## config.mk

```make
export PLATFORM = sky130hd
export DESIGN_NAME = cec_classifier
export DESIGN_NICKNAME = d
export VERILOG_FILES = /design/src/shared/cec_pkg.sv /design/src/rtl/cec_classifier.sv
export SDC_FILE = /design/constraint.sdc
export NUM_CORES = 1
export LEC_CHECK = 0
export ABC_CLOCK_PERIOD_IN_PS = 5950
export BUFFER_PORTS_ARGS = -buffer_cell sky130_fd_sc_hd__buf_2
export CORE_MARGIN = 2
export CORE_UTILIZATION = 40
export DETAILED_ROUTE_END_ITERATION = 6
export SLEW_MARGIN = 15
export SYNTH_ARGS = -nofsm -noshare
export SYNTH_HDL_FRONTEND = slang
export SYNTH_SLANG_ARGS = --single-unit
export TNS_END_PERCENT = 5
```

## constraint.sdc

```tcl
create_clock -name core_clk -period 5.95 [get_ports core_clk]
set_clock_uncertainty 0.15 [all_clocks]
set_input_delay 1.19 -clock core_clk [delete_from_list [all_inputs] [get_ports core_clk]]
set_output_delay 1.19 -clock core_clk [all_outputs]
set_load 0.1 [all_outputs]
```

## src/shared/cec_pkg.sv

```systemverilog
package cec_pkg;

	localparam int CEC_CLK_HZ          = 25_000_000;
	localparam int CEC_CYCLE_MAX_MS    = 100;
	localparam int CEC_WDOG_MAX_MS     = 130;
	localparam int CEC_PWR_LOSS_MS     = 10;
	localparam int CEC_CYCLE_MAX_CYC   = CEC_CYCLE_MAX_MS * (CEC_CLK_HZ / 1000);
	localparam int CEC_WDOG_MAX_CYC    = CEC_WDOG_MAX_MS * (CEC_CLK_HZ / 1000);
	localparam int CEC_PWR_LOSS_CYC    = CEC_PWR_LOSS_MS * (CEC_CLK_HZ / 1000);
	localparam int CEC_QUEUE_DEPTH     = 8;
	localparam int CEC_QPTR_W          = 3;

	localparam logic [7:0] CEC_CODE_NONE      = 8'h00;
	localparam logic [7:0] CEC_CODE_CYCLE     = 8'hF8;
	localparam logic [7:0] CEC_CODE_VERIFY    = 8'hE7;
	localparam logic [7:0] CEC_CODE_REMOTE    = 8'hB0;
	localparam logic [7:0] CEC_CODE_DUPLEX    = 8'hD0;
	localparam logic [7:0] CEC_CODE_BATTERY   = 8'hF7;
	localparam logic [7:0] CEC_CODE_MEMORY    = 8'hF1;
	localparam logic [7:0] CEC_CODE_NO_END    = 8'hF0;
	localparam logic [7:0] CEC_CODE_IOBUS     = 8'hC0;
	localparam logic [7:0] CEC_CODE_TOO_MANY  = 8'hE1;
	localparam logic [7:0] CEC_CODE_USER_MAX  = 8'h99;
	localparam logic [7:0] CEC_CODE_CPU       = 8'hFF;
	localparam logic [7:0] CEC_CODE_POWER     = 8'hFE;

	localparam logic [31:0] CEC_ADDR_STATUS   = 32'h0000_0000;
	localparam logic [31:0] CEC_ADDR_SYSWORD  = 32'h0000_0004;
	localparam logic [31:0] CEC_ADDR_CONSOLE  = 32'h0000_0008;
	localparam logic [31:0] CEC_ADDR_WDOG     = 32'h0000_000C;
	localparam logic [31:0] CEC_ADDR_MODE     = 32'h0000_0010;

	localparam logic [1:0] CEC_MODE_PROGRAM   = 2'h0;
	localparam logic [1:0] CEC_MODE_MONITOR   = 2'h1;
	localparam logic [1:0] CEC_MODE_RUN       = 2'h2;
	localparam logic [1:0] CEC_MODE_RESET     = 2'h0;

	localparam logic [31:0] CEC_UNMAPPED_DATA = 32'h0000_0000;

	localparam int CEC_ALL_CLEAR_BIT  = 8;
	localparam int CEC_VALID_BIT      = 9;

	typedef enum logic [1:0] {
		CEC_ST_INIT_WAIT,
		CEC_ST_RUNNING,
		CEC_ST_FATAL,
		CEC_ST_POWER_DOWN
	} cec_state_type;

endpackage

```

## src/rtl/cec_classifier.sv

```systemverilog
// Implementation choices: register access over Avalon-MM and the placing of the registers.
`timescale 1ns/1ps
// How it works
// RULE1 - Each monitor request shows next queued message.
// RULE2 - Program mode monitor read removes that message.
// RULE3 - Run or monitor mode refuses all clearing; the code still lets user code 00 remove the oldest message in any mode.
// RULE4 - Empty queue reports the all-clear indication.
// RULE5 - Detected errors also load the failure code.
// RULE6 - Init error: no execution, power on, run off.
// RULE7 - Start input off holds init wait, no code.
// RULE8 - Remote link fault holds init wait, no code.
// RULE9 - Non-fatal: run continues, power/run/alarm lit.
// RULE10 - User failure code 01-99 raises non-fatal error.
// RULE11 - Scan over 100 ms raises F8; the code raises it only for the first overrun after reset.
// RULE12 - I/O table mismatch raises E7.
// RULE13 - Remote transmission failure raises B0-B7.
// RULE14 - Redundant system fault raises D0.
// RULE15 - Battery missing or low raises F7.
// RULE16 - Fatal: stop, outputs off, power/fatal lit.
// RULE17 - Supply loss 10 ms fatal, indicators dark.
// RULE18 - Watchdog over adjustable maximum: fatal, no code.
// RULE19 - Memory missing or parity raises fatal F1.
// RULE20 - Missing end instruction raises fatal F0.
// RULE21 - I/O bus fault raises fatal C0-C7 by rack.
// RULE22 - Too many I/O points raises fatal E1.
// RULE23 - Failure code sits in system word bits 7:0.
// RULE24 - User code 00 clears code, loads next.
// RULE25 - Severe failure instruction stops, reports its code.
// RULE26 - Fatal stays latched until restart.
// Registers: 0x00 status (RO), 0x04 system word (RO), 0x08 console message (read pops in program mode),
// 0x0C watchdog maximum in cycles (RW), 0x10 key mode (RW). Other addresses read zero, writes ignored.
module cec_classifier
	import cec_pkg::*;
#(
	parameter int WDOG_MAX_CYC   = cec_pkg::CEC_WDOG_MAX_CYC,
	parameter int CYCLE_MAX_CYC  = cec_pkg::CEC_CYCLE_MAX_CYC,
	parameter int PWR_LOSS_CYC   = cec_pkg::CEC_PWR_LOSS_CYC
) (
	// Clock and reset
	input  wire logic        core_clk,
	input  wire logic        resetn,
	input  wire logic        clk_en,
	// Avalon-MM slave
	input  wire logic [31:0] avs_address,
	input  wire logic        avs_read,
	input  wire logic        avs_write,
	input  wire logic [31:0] avs_writedata,
	input  wire logic [3:0]  avs_byteenable,
	output logic [31:0]      avs_readdata,
	output logic             avs_waitrequest,
	// Asynchronous plant conditions
	input  wire logic        start_input,
	input  wire logic        remote_link_ok,
	input  wire logic        supply_ok,
	input  wire logic        battery_fault,
	input  wire logic        duplex_fault,
	// Same-clock events from the CPU core
	input  wire logic        scan_end,
	input  wire logic        io_verify_fault,
	input  wire logic        remote_tx_fault,
	input  wire logic [2:0]  remote_unit,
	input  wire logic        memory_fault,
	input  wire logic        no_end_instruction,
	input  wire logic        io_bus_fault,
	input  wire logic [2:0]  io_bus_rack,
	input  wire logic        io_points_overflow,
	input  wire logic        user_failure_instruction,
	input  wire logic        severe_failure_instruction,
	input  wire logic [7:0]  instruction_code,
	// Indicators and outputs
	output logic             power_led,
	output logic             run_led,
	output logic             alarm_led,
	output logic             fatal_led,
	output logic             run_output,
	output logic             execute_enable,
	output logic             outputs_enable,
	output logic [7:0]       failure_code
);
	import cec_pkg::*;

	typedef struct packed {
		cec_state_type st;
		logic [1:0]    s_start, s_link, s_supply, s_batt, s_dup;
		logic [CEC_QUEUE_DEPTH-1:0][7:0] queue;
		logic [CEC_QPTR_W-1:0] rd_ptr, wr_ptr, view;
		logic [CEC_QPTR_W:0]   count;
		logic [31:0]   scan_cnt;
		logic [31:0]   pwr_cnt;
		logic [31:0]   wdog_max;
		logic [1:0]    mode;
		logic          batt_seen, dup_seen, cycle_seen;
		logic [7:0]    code;
		logic          alarm;
		logic [31:0]   rdata;
		logic          ack;
		logic          led_pwr, led_run, led_alm, led_fat, run_out, exe, outs;
	} cec_regs_type;

	cec_regs_type r_q, r_d;

	logic       push;
	logic [7:0] push_code;
	logic       fatal_ev;
	logic [7:0] fatal_code;
	logic       bus_req;

	always_comb begin
		logic pop;
		logic access;
		logic [CEC_QPTR_W-1:0] slot;
		pop       = 1'b0;
		access    = 1'b0;
		slot      = '0;
		r_d       = r_q;
		push      = 1'b0;
		push_code = CEC_CODE_NONE;
		fatal_ev  = 1'b0;
		fatal_code = CEC_CODE_NONE;
		bus_req   = avs_read || avs_write;

		r_d.s_start  = {r_q.s_start[0], start_input};
		r_d.s_link   = {r_q.s_link[0], remote_link_ok};
		r_d.s_supply = {r_q.s_supply[0], supply_ok};
		r_d.s_batt   = {r_q.s_batt[0], battery_fault};
		r_d.s_dup    = {r_q.s_dup[0], duplex_fault};

		// One event per cycle is queued; a lower-priority event retries next cycle while its level stays.
		if (r_q.st == CEC_ST_RUNNING) begin
			if (scan_end) begin
				r_d.scan_cnt = 32'h0000_0000;
			end else begin
				r_d.scan_cnt = r_q.scan_cnt + 32'h0000_0001;
			end
			if (r_q.scan_cnt >= r_q.wdog_max) begin
				fatal_ev = 1'b1; // RULE18
				fatal_code = CEC_CODE_NONE;
			end else if (memory_fault) begin
				fatal_ev = 1'b1; // RULE19
				fatal_code = CEC_CODE_MEMORY;
			end else if (no_end_instruction) begin
				fatal_ev = 1'b1; // RULE20
				fatal_code = CEC_CODE_NO_END;
			end else if (io_bus_fault) begin
				fatal_ev = 1'b1; // RULE21
				fatal_code = CEC_CODE_IOBUS | {5'h00, io_bus_rack};
			end else if (io_points_overflow) begin
				fatal_ev = 1'b1; // RULE22
				fatal_code = CEC_CODE_TOO_MANY;
			end else if (severe_failure_instruction) begin
				fatal_ev = 1'b1; // RULE25
				fatal_code = instruction_code;
			end
			if (!fatal_ev) begin
				if (user_failure_instruction && instruction_code != CEC_CODE_NONE
					&& instruction_code <= CEC_CODE_USER_MAX) begin
					push = 1'b1; // RULE10
					push_code = instruction_code;
				end else if (scan_end && r_q.scan_cnt > CYCLE_MAX_CYC[31:0] && !r_q.cycle_seen) begin
					push = 1'b1; // RULE11
					push_code = CEC_CODE_CYCLE;
					r_d.cycle_seen = 1'b1;
				end else if (io_verify_fault) begin
					push = 1'b1; // RULE12
					push_code = CEC_CODE_VERIFY;
				end else if (remote_tx_fault) begin
					push = 1'b1; // RULE13
					push_code = CEC_CODE_REMOTE | {5'h00, remote_unit};
				end else if (r_q.s_dup[1] && !r_q.dup_seen) begin
					push = 1'b1; // RULE14
					push_code = CEC_CODE_DUPLEX;
					r_d.dup_seen = 1'b1;
				end else if (r_q.s_batt[1] && !r_q.batt_seen) begin
					push = 1'b1; // RULE15
					push_code = CEC_CODE_BATTERY;
					r_d.batt_seen = 1'b1;
				end
			end
		end
		if (!r_q.s_dup[1]) begin
			r_d.dup_seen = 1'b0;
		end
		if (!r_q.s_batt[1]) begin
			r_d.batt_seen = 1'b0;
		end

		// Supply loss counter runs in every state.
		if (r_q.s_supply[1]) begin
			r_d.pwr_cnt = 32'h0000_0000;
		end else if (r_q.pwr_cnt < PWR_LOSS_CYC[31:0]) begin
			r_d.pwr_cnt = r_q.pwr_cnt + 32'h0000_0001;
		end

		// Register access answers one cycle after the request, in the same cycle that waitrequest drops.
		r_d.ack = 1'b0;
		if (bus_req && !r_q.ack) begin
			access = 1'b1;
			r_d.ack = 1'b1;
		end
		if (access && avs_read) begin
			unique case (avs_address)
				CEC_ADDR_STATUS: r_d.rdata = {24'h0, r_q.count, r_q.alarm, (r_q.st == CEC_ST_FATAL),
					r_q.st == CEC_ST_RUNNING, r_q.mode == CEC_MODE_PROGRAM};
				CEC_ADDR_SYSWORD: r_d.rdata = {24'h0, r_q.code}; // RULE23
				CEC_ADDR_CONSOLE: begin
					if (r_q.count == '0) begin
						r_d.rdata = 32'h0000_0100; // RULE4
					end else if (r_q.mode == CEC_MODE_PROGRAM) begin
						// Program mode shows and removes the oldest message, so none is skipped.
						r_d.rdata = {22'h0, 1'b1, 1'b0, r_q.queue[r_q.rd_ptr]};
						pop = 1'b1; // RULE2
					end else begin
						// Browsing moves only a view offset, so the queue head stays put for later removal.
						slot = r_q.rd_ptr + r_q.view;
						r_d.rdata = {22'h0, 1'b1, 1'b0, r_q.queue[slot]}; // RULE1
						r_d.view = ({1'b0, r_q.view} + 1'b1 >= r_q.count) ? '0 : r_q.view + 1'b1; // RULE3
					end
				end
				CEC_ADDR_WDOG: r_d.rdata = r_q.wdog_max;
				CEC_ADDR_MODE: r_d.rdata = {30'h0, r_q.mode};
				default: r_d.rdata = CEC_UNMAPPED_DATA;
			endcase
		end
		if (access && avs_write && avs_byteenable[0]) begin
			if (avs_address == CEC_ADDR_WDOG) begin
				r_d.wdog_max = avs_writedata; // RULE18
			end else if (avs_address == CEC_ADDR_MODE) begin
				r_d.mode = avs_writedata[1:0];
			end
		end

		// User code 00 retires the oldest queued code and shows the one queued after it, or 00 if none.
		if (r_q.st == CEC_ST_RUNNING && !fatal_ev && user_failure_instruction
			&& instruction_code == CEC_CODE_NONE) begin
			r_d.code = (r_q.count > 1) ? r_q.queue[r_q.rd_ptr + 1'b1] : CEC_CODE_NONE; // RULE24
			if (r_q.count != '0) begin
				pop = 1'b1;
			end
		end

		if (pop) begin
			r_d.rd_ptr = r_q.rd_ptr + 1'b1;
			r_d.view = '0;
		end
		if (push && r_q.count < CEC_QUEUE_DEPTH) begin
			r_d.queue[r_q.wr_ptr] = push_code;
			r_d.wr_ptr = r_q.wr_ptr + 1'b1;
			r_d.code = push_code; // RULE5
			r_d.alarm = 1'b1;
		end
		r_d.count = r_q.count + ((push && r_q.count < CEC_QUEUE_DEPTH) ? 1'b1 : 1'b0) - (pop ? 1'b1 : 1'b0);
		if (r_d.count == '0) begin
			r_d.alarm = 1'b0;
		end

		unique case (r_q.st)
			CEC_ST_INIT_WAIT: begin
				if (r_q.s_start[1] && r_q.s_link[1]) begin
					r_d.st = CEC_ST_RUNNING; // RULE7 RULE8
					r_d.scan_cnt = 32'h0000_0000;
				end
			end
			CEC_ST_RUNNING: begin
				if (fatal_ev) begin
					r_d.st = CEC_ST_FATAL; // RULE16
					if (fatal_code != CEC_CODE_NONE) begin
						r_d.code = fatal_code;
					end
				end
			end
			CEC_ST_FATAL: r_d.st = CEC_ST_FATAL; // RULE26
			CEC_ST_POWER_DOWN: r_d.st = CEC_ST_POWER_DOWN;
		endcase
		if (r_q.pwr_cnt >= PWR_LOSS_CYC[31:0]) begin
			r_d.st = CEC_ST_POWER_DOWN; // RULE17
		end

		unique case (r_d.st)
			CEC_ST_INIT_WAIT: {r_d.led_pwr, r_d.led_run, r_d.led_alm, r_d.led_fat, r_d.run_out, r_d.exe, r_d.outs}
				= 7'b1000000; // RULE6
			CEC_ST_RUNNING: {r_d.led_pwr, r_d.led_run, r_d.led_alm, r_d.led_fat, r_d.run_out, r_d.exe, r_d.outs}
				= {2'b11, r_d.alarm, 4'b0111}; // RULE9
			CEC_ST_FATAL: {r_d.led_pwr, r_d.led_run, r_d.led_alm, r_d.led_fat, r_d.run_out, r_d.exe, r_d.outs}
				= 7'b1001000; // RULE16
			CEC_ST_POWER_DOWN: {r_d.led_pwr, r_d.led_run, r_d.led_alm, r_d.led_fat, r_d.run_out, r_d.exe, r_d.outs}
				= 7'b0000000; // RULE17
		endcase
	end

	always_ff @(posedge core_clk or negedge resetn) begin
		if (!resetn) begin
			r_q <= '0;
			r_q.st <= CEC_ST_INIT_WAIT;
			r_q.wdog_max <= WDOG_MAX_CYC[31:0];
			r_q.mode <= CEC_MODE_RESET;
			r_q.pwr_cnt <= 32'h0000_0000;
		end else if (clk_en) begin
			r_q <= r_d;
		end
	end

	assign avs_readdata    = r_q.rdata;
	assign avs_waitrequest = !r_q.ack;
	assign power_led       = r_q.led_pwr;
	assign run_led         = r_q.led_run;
	assign alarm_led       = r_q.led_alm;
	assign fatal_led       = r_q.led_fat;
	assign run_output      = r_q.run_out;
	assign execute_enable  = r_q.exe;
	assign outputs_enable  = r_q.outs;
	assign failure_code    = r_q.code;

	fatal_latch_a: assert property (@(posedge core_clk) disable iff (!resetn) // RULE26
		r_q.st == CEC_ST_FATAL && clk_en && r_q.pwr_cnt < PWR_LOSS_CYC[31:0] |=> r_q.st == CEC_ST_FATAL)
		else $error("fatal state released");
	fatal_outputs_a: assert property (@(posedge core_clk) disable iff (!resetn) // RULE16
		r_q.st == CEC_ST_FATAL |-> fatal_led && power_led && !run_output && !outputs_enable)
		else $error("fatal indicators wrong");
	init_outputs_a: assert property (@(posedge core_clk) disable iff (!resetn) // RULE6
		r_q.st == CEC_ST_INIT_WAIT && $past(r_q.st) == CEC_ST_INIT_WAIT && $past(resetn) && $past(clk_en)
		|-> power_led && !run_led && !run_output)
		else $error("init indicators wrong");
	start_hold_a: assert property (@(posedge core_clk) disable iff (!resetn) // RULE7
		r_q.st == CEC_ST_INIT_WAIT && !r_q.s_start[1] && clk_en && r_q.pwr_cnt < PWR_LOSS_CYC[31:0]
		|=> r_q.st == CEC_ST_INIT_WAIT)
		else $error("left init wait without start");
	run_outputs_a: assert property (@(posedge core_clk) disable iff (!resetn) // RULE9
		r_q.st == CEC_ST_RUNNING && $past(r_q.st) == CEC_ST_RUNNING |-> run_led && run_output && !fatal_led)
		else $error("running indicators wrong");
	keep_queue_a: assert property (@(posedge core_clk) disable iff (!resetn) // RULE3
		r_q.mode != CEC_MODE_PROGRAM && !user_failure_instruction && clk_en |=> r_q.count >= $past(r_q.count))
		else $error("message lost outside program mode");
	all_clear_a: assert property (@(posedge core_clk) disable iff (!resetn) // RULE4
		avs_read && !r_q.ack && avs_address == CEC_ADDR_CONSOLE && r_q.count == '0 && clk_en
		|=> avs_readdata == 32'h0000_0100)
		else $error("all-clear missing");
	power_dark_a: assert property (@(posedge core_clk) disable iff (!resetn) // RULE17
		r_q.st == CEC_ST_POWER_DOWN |-> !power_led && !fatal_led && !run_led)
		else $error("indicators lit after supply loss");
endmodule

```

Word level (Yosys, flattened, before mapping)
Cells that the tools add are included.

Bits in registers: 239. Input port bits: 101. Output and inout port bits: 48. Word-level logic and storage cells: 221.

Add/subtract/negate cells: 9. $lt $le $gt $ge: 13. Equal/unequal tests: 27. Muxes and demuxes: 88. Bitwise operators: 3. Reductions and logical operators: 45.

Operators with widths (number): $mux 8 (25); $mux 32 (6); $pmux 32 s5 (1); $bmux 8 s3 (3); $add 32x1->32 const B (2); $bwmux 64 (1); $eq 32x4->1 const B (2); $eq 32x3->1 const B (1); $eq 32x5->1 const B (1); $ge 32x18->1 const B (1); $ge 32x32->1 (1); $gt 32x22->1 const B (1); $logic_not 32->1 (1); $lt 32x18->1 const B (1); $mux 1 (32); $pmux 7 s4 (1); $mux 3 (9); $demux 8 s3 (1); $ne 2x2->1 const B (11); $logic_and 1x1->1 (16); $lt 3x4->1 const B (4); $reduce_bool 8->1 (2); $mux 2 (6); $ne 2x1->1 const B (6); other kinds (29) (50).

Longest topological paths before layout
Gate-level depths: netlist of the first run.

Depth after elaboration: 18. Depth in mapped cells: 19. Mapped depth without buffers: 19.

Worst setup path before layout of the first run
Ideal clock, no wire load.

Kind: input port to flip-flop. Start point: input instruction_code[1]. End point: register r_q, in the netlist alarm_led. Setup time: 0.078 ns. Arrival time: 4.762 ns. Required time: 5.722 ns. Path slack: 0.960 ns. Stages on the path: 17. Buffers on the path: 0. Path through: or4_4 > o41a_1 > o21a_1 > a21oi_1 > nand2_1 > nand3_1 > ha_1 > inv_1 > ha_1 > inv_1 > fa_1 > xnor2_1 > nor3b_1 > nand2_1 > nand2_1 > or4b_2 > o2bb2ai_1.

Longest elaborated chain between the ends: 13. Elaborated cells between the ends (all ways): 19. Those cells by class: add/sub (2); order compare (1); mux (9); reduce/logical (7).

Ends and longest elaborated chain: start, declared (line cec_classifier.sv:69) `input wire logic [7:0] instruction_code,`; parallel branches: the longest is 11 deep, another holds $le 8x8->1; $mux 1 (*) (line cec_classifier.sv:252) `if (r_d.count == '0) begin`; $pmux 7 s4 (*) (line cec_classifier.sv:278) `unique case (r_d.st)`; end signal, assigned (line cec_classifier.sv:298) `r_q <= r_d;`; end, declared (line cec_classifier.sv:100) `cec_regs_type r_q, r_d;`.

Mark *: on every way between the ends. A chain may end at the register's enable or synchronous reset.

Final worst setup path of the first run
Start point: register r_q[75] in the netlist's numbering. End point: register r_q, in the netlist alarm_led.

Longest elaborated chain between the ends: 14. Elaborated cells between the ends (all ways): 27. Those cells by class: add/sub (2); order compare (1); eq/ne (3); mux (14); reduce/logical (7).

Ends and longest elaborated chain: $ge 32x32->1 (*) (line cec_classifier.sv:135) `if (r_q.scan_cnt >= r_q.wdog_max) begin`; $mux 1 (*) (line cec_classifier.sv:135); $mux 1 (*) (line cec_classifier.sv:129) `if (r_q.st == CEC_ST_RUNNING) begin`; parallel branches: the longest is 10 deep, another holds $add 4x1->4; $pmux 7 s4 (*) (line cec_classifier.sv:278).

Mark *: on every way between the ends. The select of a mux whose other input is x is not followed.

==> results of run 1 <==
-- critical path, stage by stage (launching register included) --
cell and delay, ns:
dfstp_2 0.54, inv_1 0.06, ha_1 0.30, a21oi_1 0.14, o21ai_0 0.13, a221oi_1 0.37
nand3_1 0.34, o41ai_1 0.76, and2_1 0.26, ha_1 0.24, inv_1 0.06, ha_1 0.16
inv_1 0.06, fa_1 0.37, xnor2_1 0.20, nor3b_1 0.09, nand2_1 0.07, nand2_1 0.09
or4b_2 0.61, o2bb2ai_1 0.13
-- kinds of logic (layout without fill, tap and decap cells) --
family / Yosys count / in the layout / share of synthesized area, %
XOR/XNOR: 53 / 53 / 3.37
adder cells (fa/ha/maj): 52 / 52 / 4.84
flip-flops: 236 / 236 / 43.0
buffers and inverters: 161 / 274 / 5.66
AND/OR/NAND/NOR: 523 / 523 / 17.8
multiplexers: 122 / 122 / 13.7
other: 0 / 3 / 0
AO/OA/AOI/OAI: 252 / 252 / 11.6
-- per-stage QoR --
stage               total power [mW]  hold slack, ns
detailed placement              2.21           0.300
finish                          4.00           0.312
global route                    4.15           0.323
floorplan                       2.05           0.290
global placement                2.20           0.295
CTS                             4.03           0.314
-- Yosys cell counts (all sizes together), types with 9 or more instances --
master,instances
dfrtp,226
nand2,207
nor2,104
o21ai,96
inv,61
nand3,61
a21oi,59
buf,57
mux2,51
ha,50
mux4,48
clkbuf,43
xor2,28
nor3,25
xnor2,25
mux2i,23
nor4,22
and3,20
nand4,18
a31oi,15
nor2b,11
dfstp,10
or4,9
-- power by group through the flow --
stage               clock [mW]  combinational (mW)  sequential (mW)
detailed placement           0               0.484             1.72
finish                    1.82               0.484             1.69
floorplan                    0               0.344             1.71
global placement             0               0.477             1.72
CTS                       1.85               0.486             1.69
global route              1.91               0.532             1.70
-- layout make-up --
class	instances	share of cell area, %
timing repair buffer	161	5.55
antenna	3	0.0480
multi-input combinational	1002	45.2
inverter	61	1.46
clock inverter	12	0.991
sequential	236	37.8
clock buffer	40	5.34
tap	448	3.58
-- routing by layer --
| metal | wire (um) | vias to the layer above |
|---|---|---|
| li1 | - | 5183 |
| met1 | 16600 | 5468 |
| met2 | 18800 | 345 |
| met3 | 2550 | 80 |
| met4 | 1260 | 2 |
| met5 | 13 | - |
-- registers in the layout (all words and copies together) (netlist names) --
name          flops
fatal_led         1
r_q             187
alarm_led         1
avs_readdata     32
failure_code      8
power_led         1
run_led           1
r_d               5
-- final timing paths --
path	cells after the start	to
min reg2reg	2	avs_readdata[26]
min	2	avs_readdata[26]
min in group asynchronous	1	avs_readdata[19]
max reg2reg	19	alarm_led
max in group asynchronous	2	r_q[228]
max	19	alarm_led
==> metrics, run 1 <==
Area contributors post-synth=dfrtp_1, mux4_2, nand2_1; WP data arrival=~5.5 ns; critical path launch point=r_q[75]; Gate power share=approximately an eighth; antenna violations before repair=2; fin cells=approximately 2000; Clock Tree Root=clkbuf_16; Net Sw Frac=around 28%; GR Layer Usage met2=between 30% and 40%; critical path type=reg -> reg; CTS sink count=236; IO Count=approximately 150; beginning of the worst register-to-register path=r_q[75]; setup TNS=0 ns; status=complete, no violations; Vias/cell=approximately 5.6; placer congestion estimate=around 0.88; drt initial violations=between 800 and 900; most used routing layer=met2; Hold Path Class=reg -> reg; Detailed Route WL=roughly 39000 um; cell area after synthesis=roughly 14000 um^2; flop-to-flop setup slack=approximately 0.74 ns; First-pass DRT Iterations=7; critical path peak fanout=6; area of the multi-input gates=7070 um^2; CTS Buffer Depth=3; Remaining DRCs=0; P_leak=between 7 and 8 nW; grt ovf=0; Finished Core Util=46.4%; Worst Path Required=around 6.3 ns; first-pass GRT wire length=61800 um; Internal=approximately 2.9 mW; yosys warns=0; post-place setup slack=0.459 ns; mean routed wirelength per cell=roughly 20 um; min setup slack post-route=0.740 ns; Yosys cell types=76; Core Region=approximately 34000 um^2; worst skew pair latency=around 0.56 ns; post-CTS setup buffer count=0; # hold bufs at CTS=0; post-layout min period=5.21 ns; Worst setup SP type=flop; switching pwr=around 1.1 mW; die area=roughly 36000 um^2; Clock power frac=between 40% and 50%; Synth area leader=dfrtp_1; Cells after DPL=~1900; Seq. cell area=just under 6000 um^2; Mapped Cells=between 1000 and 1500; CTS tree=built; HPWL after detailed placement=~28000 um; Port-buffer cells=about 150; Seq/Total Area, Yosys=a little over two fifths; Initial Util=40.8%; design area=15600 um^2; Area Overhead vs Synth=13.8%; slew margin rel.=18.9%; pwr dens=255 nW/um^2; Worst VDD drop=around 0.2 mV; GR Layer Usage met1=approximately 30%; FP Rows=67; ys async rst share=100%; Max Clock Freq=between 0.15 and 0.2 GHz; type of destination of the critical path=flop; Post-synth EDFFs=0; Die Y-Extent=between 150 and 200 um; GR Layer Usage met3=about 3.9%; CTS clock-pin slew for the worst setup and hold paths=around 0.060 ns; Vias=11078; RSZ-0062 raised after global routing=no; Seq pwr share=around 42%; Synth top area share=about two fifths; commonest non-fill, non-tap cell in the layout=dfrtp_1; vias in the first global route=between 10000 and 15000; hold_sp=avs_readdata[26]; Synthesized Nets=approximately 1600; Post-Syn Area per Cell=slightly below 10 um^2; post-synthesis sequential element count=236; ys flop type=dfrtp_1; final setup vio count=0; DP Area=between 10000 and 15000 um^2; Max-cap violations=0; worst slew pin tran=1.21 ns; largest net degree at the start of global routing=133; Total Routing Usage GR=a little over a fifth; cts bufs inserted=28; layout cells sized above 1=around 22%; Hold Violations, Final=0; # H-tree levels=1; post-route ant nets=0; FILL cells=3257; post_cts resized=0; Final Net Count=around 1600; Final Cycle Share=between 80% and 90%; most frequent cells in the layout=dfrtp_1, nand2_1, buf_2; Die X=roughly 190 um; Slew Limit Fails=0
(Power assumes the default switching activity.)
==> run 2: changes to the inputs <==
Settings changed: ABC_CLOCK_PERIOD_IN_PS 5950 to 4910.
Clock period 5.95 ns to 4.91 ns, I/O delays scaled along.
==> metrics, run 2 (synthesized netlist as in run 1, its figures left out) <==
status=complete, no violations; Die Y-Extent=approximately 190 um; most frequent cells in the layout=dfrtp_1, nand2_1, buf_2; critical path type=reg -> reg; Clock Tree Root=clkbuf_16; largest net degree at the start of global routing=111; HPWL after detailed placement=between 20000 and 30000 um; post-layout min period=approximately 4.6 ns; Remaining DRCs=0; die area=35900 um^2; cts bufs inserted=29; FP Rows=67; first-pass GRT wire length=between 60000 and 70000 um; pwr dens=between 200 and 300 nW/um^2; Worst Path Required=about 5.2 ns; post-route ant nets=0; drt initial violations=a little over 800; First-pass DRT Iterations=5; CTS sink count=236; Port-buffer cells=between 100 and 150; post-CTS setup buffer count=0; commonest non-fill, non-tap cell in the layout=dfrtp_1; Vias=between 10000 and 15000; FILL cells=around 3300; WP data arrival=roughly 5 ns; worst skew pair latency=~0.56 ns; Final Cycle Share=94.5%; antenna violations before repair=2; slew margin rel.=~30%; vias in the first global route=10923; Initial Util=40.8%; final setup vio count=0; RSZ-0062 raised after global routing=no; post_cts resized=0; area of the multi-input gates=roughly 7100 um^2; type of destination of the critical path=flop; # H-tree levels=1; Cells after DPL=1936; Seq. cell area=between 5000 and 6000 um^2; Core Region=33700 um^2; cells along the critical path=inv_1, ha_1, and4_1, nand2_1, or4_1, a31oi_2, o41ai_2, and2_1, ha_1, inv_1, ha_1, inv_1, fa_1, xnor2_1, nor3b_1, nand2_1, nand2_1, or4b_2, o2bb2ai_1; beginning of the worst register-to-register path=r_q[69]; Worst setup SP type=flop; Hold Path Class=in -> async; layout cells sized above 1=a little under a quarter; grt ovf=0; IO Count=between 100 and 150; critical path launch point=r_q[69]; slowest library cell on the worst path=or4b_2; Hold Violations, Final=0; CTS clock-pin slew for the worst setup and hold paths=0.06 ns; Slew Limit Fails=0; CP peak stage delay=between 0.6 and 0.7 ns; total power draw=about 4.7 mW; Reg with most FFs=r_q; Max Clock Freq=between 0.2 and 0.25 GHz; CTS Buffer Depth=3; fin cells=slightly below 2000; worst slew pin tran=1.05 ns; CTS tree=built; # hold bufs at CTS=0; mean routed wirelength per cell=between 15 and 20 um; Fin Hold WS=~0.30 ns; Total Routing Usage GR=approximately 22%; Max-cap violations=0; P_leak=7.19 nW; Detailed Route WL=approximately 40000 um; Area Overhead vs Synth=14.5%; Worst VDD drop=roughly 0.32 mV; setup TNS=0 ns; Die X=189 um; placer congestion estimate=~0.89; critical path peak fanout=3; max FFs per register=187; Finished Core Util=around 47%; Vias/cell=roughly 5.6; Final Net Count=between 1500 and 2000
[run 2: cell types whose count changed in the layout (fill, tap and decap cells not counted), sizes merged]
cell	delta
bufinv	-3
diode	-2
buf	+28
clkinvlp	-1
inv	+1
clkbuf	+7
clkinv	-4
[run 2: stage by stage]
stage	setup slack (ns)	instance area, um^2
after CTS	0.205	15700
after global routing	0.00958	15800
final	0.269	15800
after global placement	0.0776	14900
after detailed placement	0.0316	14900
after floorplan	0.128	13800
[run 2: final cells by class]
class	instances	area share, %
Multi-Input combinational cell	1002	45.0
Clock buffer	47	5.35
Antenna cell	1	0.0159
Clock inverter	5	0.199
Timing Repair Buffer	189	6.84
Tap cell	448	3.56
Sequential cell	236	37.6
Inverter	61	1.45
[run 2: worst paths after layout]
path	endpoint	slack, ns	cells after the start
max	alarm_led	0.27	19
min	avs_readdata[14]	0.30	1
max reg2reg	alarm_led	0.27	19
min reg2reg	avs_readdata[27]	0.31	2
max in group asynchronous	r_q[58]	3.18	2
min in group core_clk	avs_readdata[27]	0.31	2
[run 2: critical path, delay by kind of cell (launching register included)]
family | cells | cell delay [ns]
flops | 1 | 0.54
simple gates | 8 | 1.85
fa+ha+maj | 4 | 1.11
compound gates | 3 | 0.54
buf+inv | 3 | 0.19
xor+xnor | 1 | 0.19
[run 2: power by group]
part	total (mW)	internal, mW	leakage, nW	switching, mW
clock network	1.99	1.16	0.425	0.831
logic	0.629	0.204	3.57	0.425
registers	2.06	2.00	3.19	0.0594
total	4.68	3.36	7.19	1.32
[run 2: layer usage]
layer	vias to the layer above	GRT usage (%)	wire length [um]
met5	-	0	13
met4	2	6.83	1180
met3	75	3.86	2550
met2	381	36.3	18800
met1	5455	30.4	17200
li1	5240	-	-
==> run 3: changes to the inputs <==
Settings changed: PLACE_DENSITY set to 0.67.
==> metrics, run 3 (synthesized netlist as in run 1, its figures left out) <==
Core Region=approximately 34000 um^2; Worst VDD drop=0.273 mV; # H-tree levels=1; CTS sink count=~240; Clock Tree Root=clkbuf_16; Remaining DRCs=0; IO Count=between 100 and 150; # hold bufs at CTS=0; critical path peak fanout=3; type of destination of the critical path=flop; Max-cap violations=0; pwr dens=308 nW/um^2; commonest non-fill, non-tap cell in the layout=dfrtp_1; Worst Path Required=between 5 and 6 ns; Finished Core Util=between 40% and 50%; placer congestion estimate=between 0.8 and 0.9; Max Clock Freq=0.213 GHz; drt initial violations=just under 1000; slew margin rel.=32.2%; status=complete, no violations; post-layout min period=approximately 4.7 ns; vias in the first global route=about 11000; Die Y-Extent=~190 um; CTS tree=built; grt ovf=0; First-pass DRT Iterations=6; HPWL after detailed placement=28200 um; Die X=189 um; Vias/cell=between 5 and 6; Port-buffer cells=approximately 150; Total Routing Usage GR=21.7%; CTS Buffer Depth=3; worst skew pair latency=0.54 ns; Hold Path Class=reg -> reg; worst slew pin tran=approximately 1.0 ns; final setup vio count=0; CP peak stage delay=0.62 ns; Initial Util=between 40% and 50%; Reg with most FFs=r_q; cells along the critical path=inv_1, ha_1, and4_1, nand2_1, or4_1, a31oi_2, o41ai_2, and2_1, ha_1, inv_1, ha_1, inv_1, fa_1, xnor2_1, nor3b_1, nand2_1, nand2_1, or4b_2, o2bb2ai_1; Final Cycle Share=a little over nine tenths; Final Net Count=1669; Worst setup SP type=flop; most frequent cells in the layout=dfrtp_1, nand2_1, buf_2; slowest library cell on the worst path=or4b_2; post-route ant nets=0; FILL cells=approximately 3200; first-pass GRT wire length=~62000 um; die area=approximately 36000 um^2; max FFs per register=187; antenna violations before repair=3; mean routed wirelength per cell=slightly below 20 um; critical path type=reg -> reg; Vias=roughly 11000; Fin Hold WS=approximately 0.31 ns; Hold Violations, Final=0; largest net degree at the start of global routing=124; Area Overhead vs Synth=15.3%; P_leak=between 7 and 8 nW; layout cells sized above 1=around a quarter; Slew Limit Fails=0; WP data arrival=5.02 ns; Detailed Route WL=approximately 39000 um; CTS clock-pin slew for the worst setup and hold paths=0.06 ns; FP Rows=67; cts bufs inserted=27
## run 3: final timing paths
kind	start	end	slack (ns)	cells past startpoint
min in group asynchronous	resetn	avs_readdata[24]	0.38	1
hold reg to reg	avs_readdata[24]	avs_readdata[24]	0.31	2
setup / recovery	r_q[69]	alarm_led	0.21	19
hold / removal	avs_readdata[24]	avs_readdata[24]	0.31	2
max in group asynchronous	resetn	r_q[150]	3.20	2
setup reg to reg	r_q[69]	alarm_led	0.21	19
## run 3: stage by stage
step                area, um^2  instances  power (mW)  setup WS [ns]  TNS (ns)
finish                   15900       1987        4.89          0.212         0
global route             15900       1985        5.06       -0.00299  -0.00299
CTS                      15800       1985        4.91          0.202         0
floorplan                13800       1399        2.49          0.128         0
detailed placement       14800       1935        2.69        -0.0117   -0.0117
global placement         14800       1935        2.67         0.0970         0
## run 3: area by class of cell
cell class	instances	area [um^2]	share of cell area, %
Tap cell	448	561	3.53
Clock buffer	36	749	4.73
Antenna cell	2	5.00	0.0316
Inverter	61	229	1.44
Multi-Input combinational cell	1002	7110	44.8
Timing Repair Buffer	188	1060	6.67
Sequential cell	236	5920	37.3
Clock inverter	14	233	1.47
## run 3: critical path, delay by kind of cell, from the launching register on
family | cells | cell delay [ns]
AND/OR/NAND/NOR | 8 | 1.85
AO/OA/AOI/OAI | 3 | 0.58
flip-flops | 1 | 0.54
buffers and inverters | 3 | 0.17
adder cells (fa/ha/maj) | 4 | 1.08
XOR/XNOR | 1 | 0.23
## run 3: power by group
part | total, mW | switching [mW] | leakage (nW) | internal [mW]
clock network | 2.23 | 0.838 | 0.477 | 1.39
registers | 2.05 | 0.0579 | 3.19 | 2.00
logic | 0.609 | 0.425 | 3.58 | 0.184
## run 3: metal layers
metal / global-route usage [%] / vias to the layer above / routed length, um
met1: 30.0 / 5551 / 16700
met5: 0 / - / 30
met4: 6.41 / 6 / 1100
met3: 3.60 / 85 / 2700
met2: 35.2 / 407 / 18500
li1: - / 5238 / -
## run 3: timing repair
action | CTS | global route
endpoints found under the setup margin | 0 | 1
resized for setup | 0 | 4
setup buffers | 0 | 0
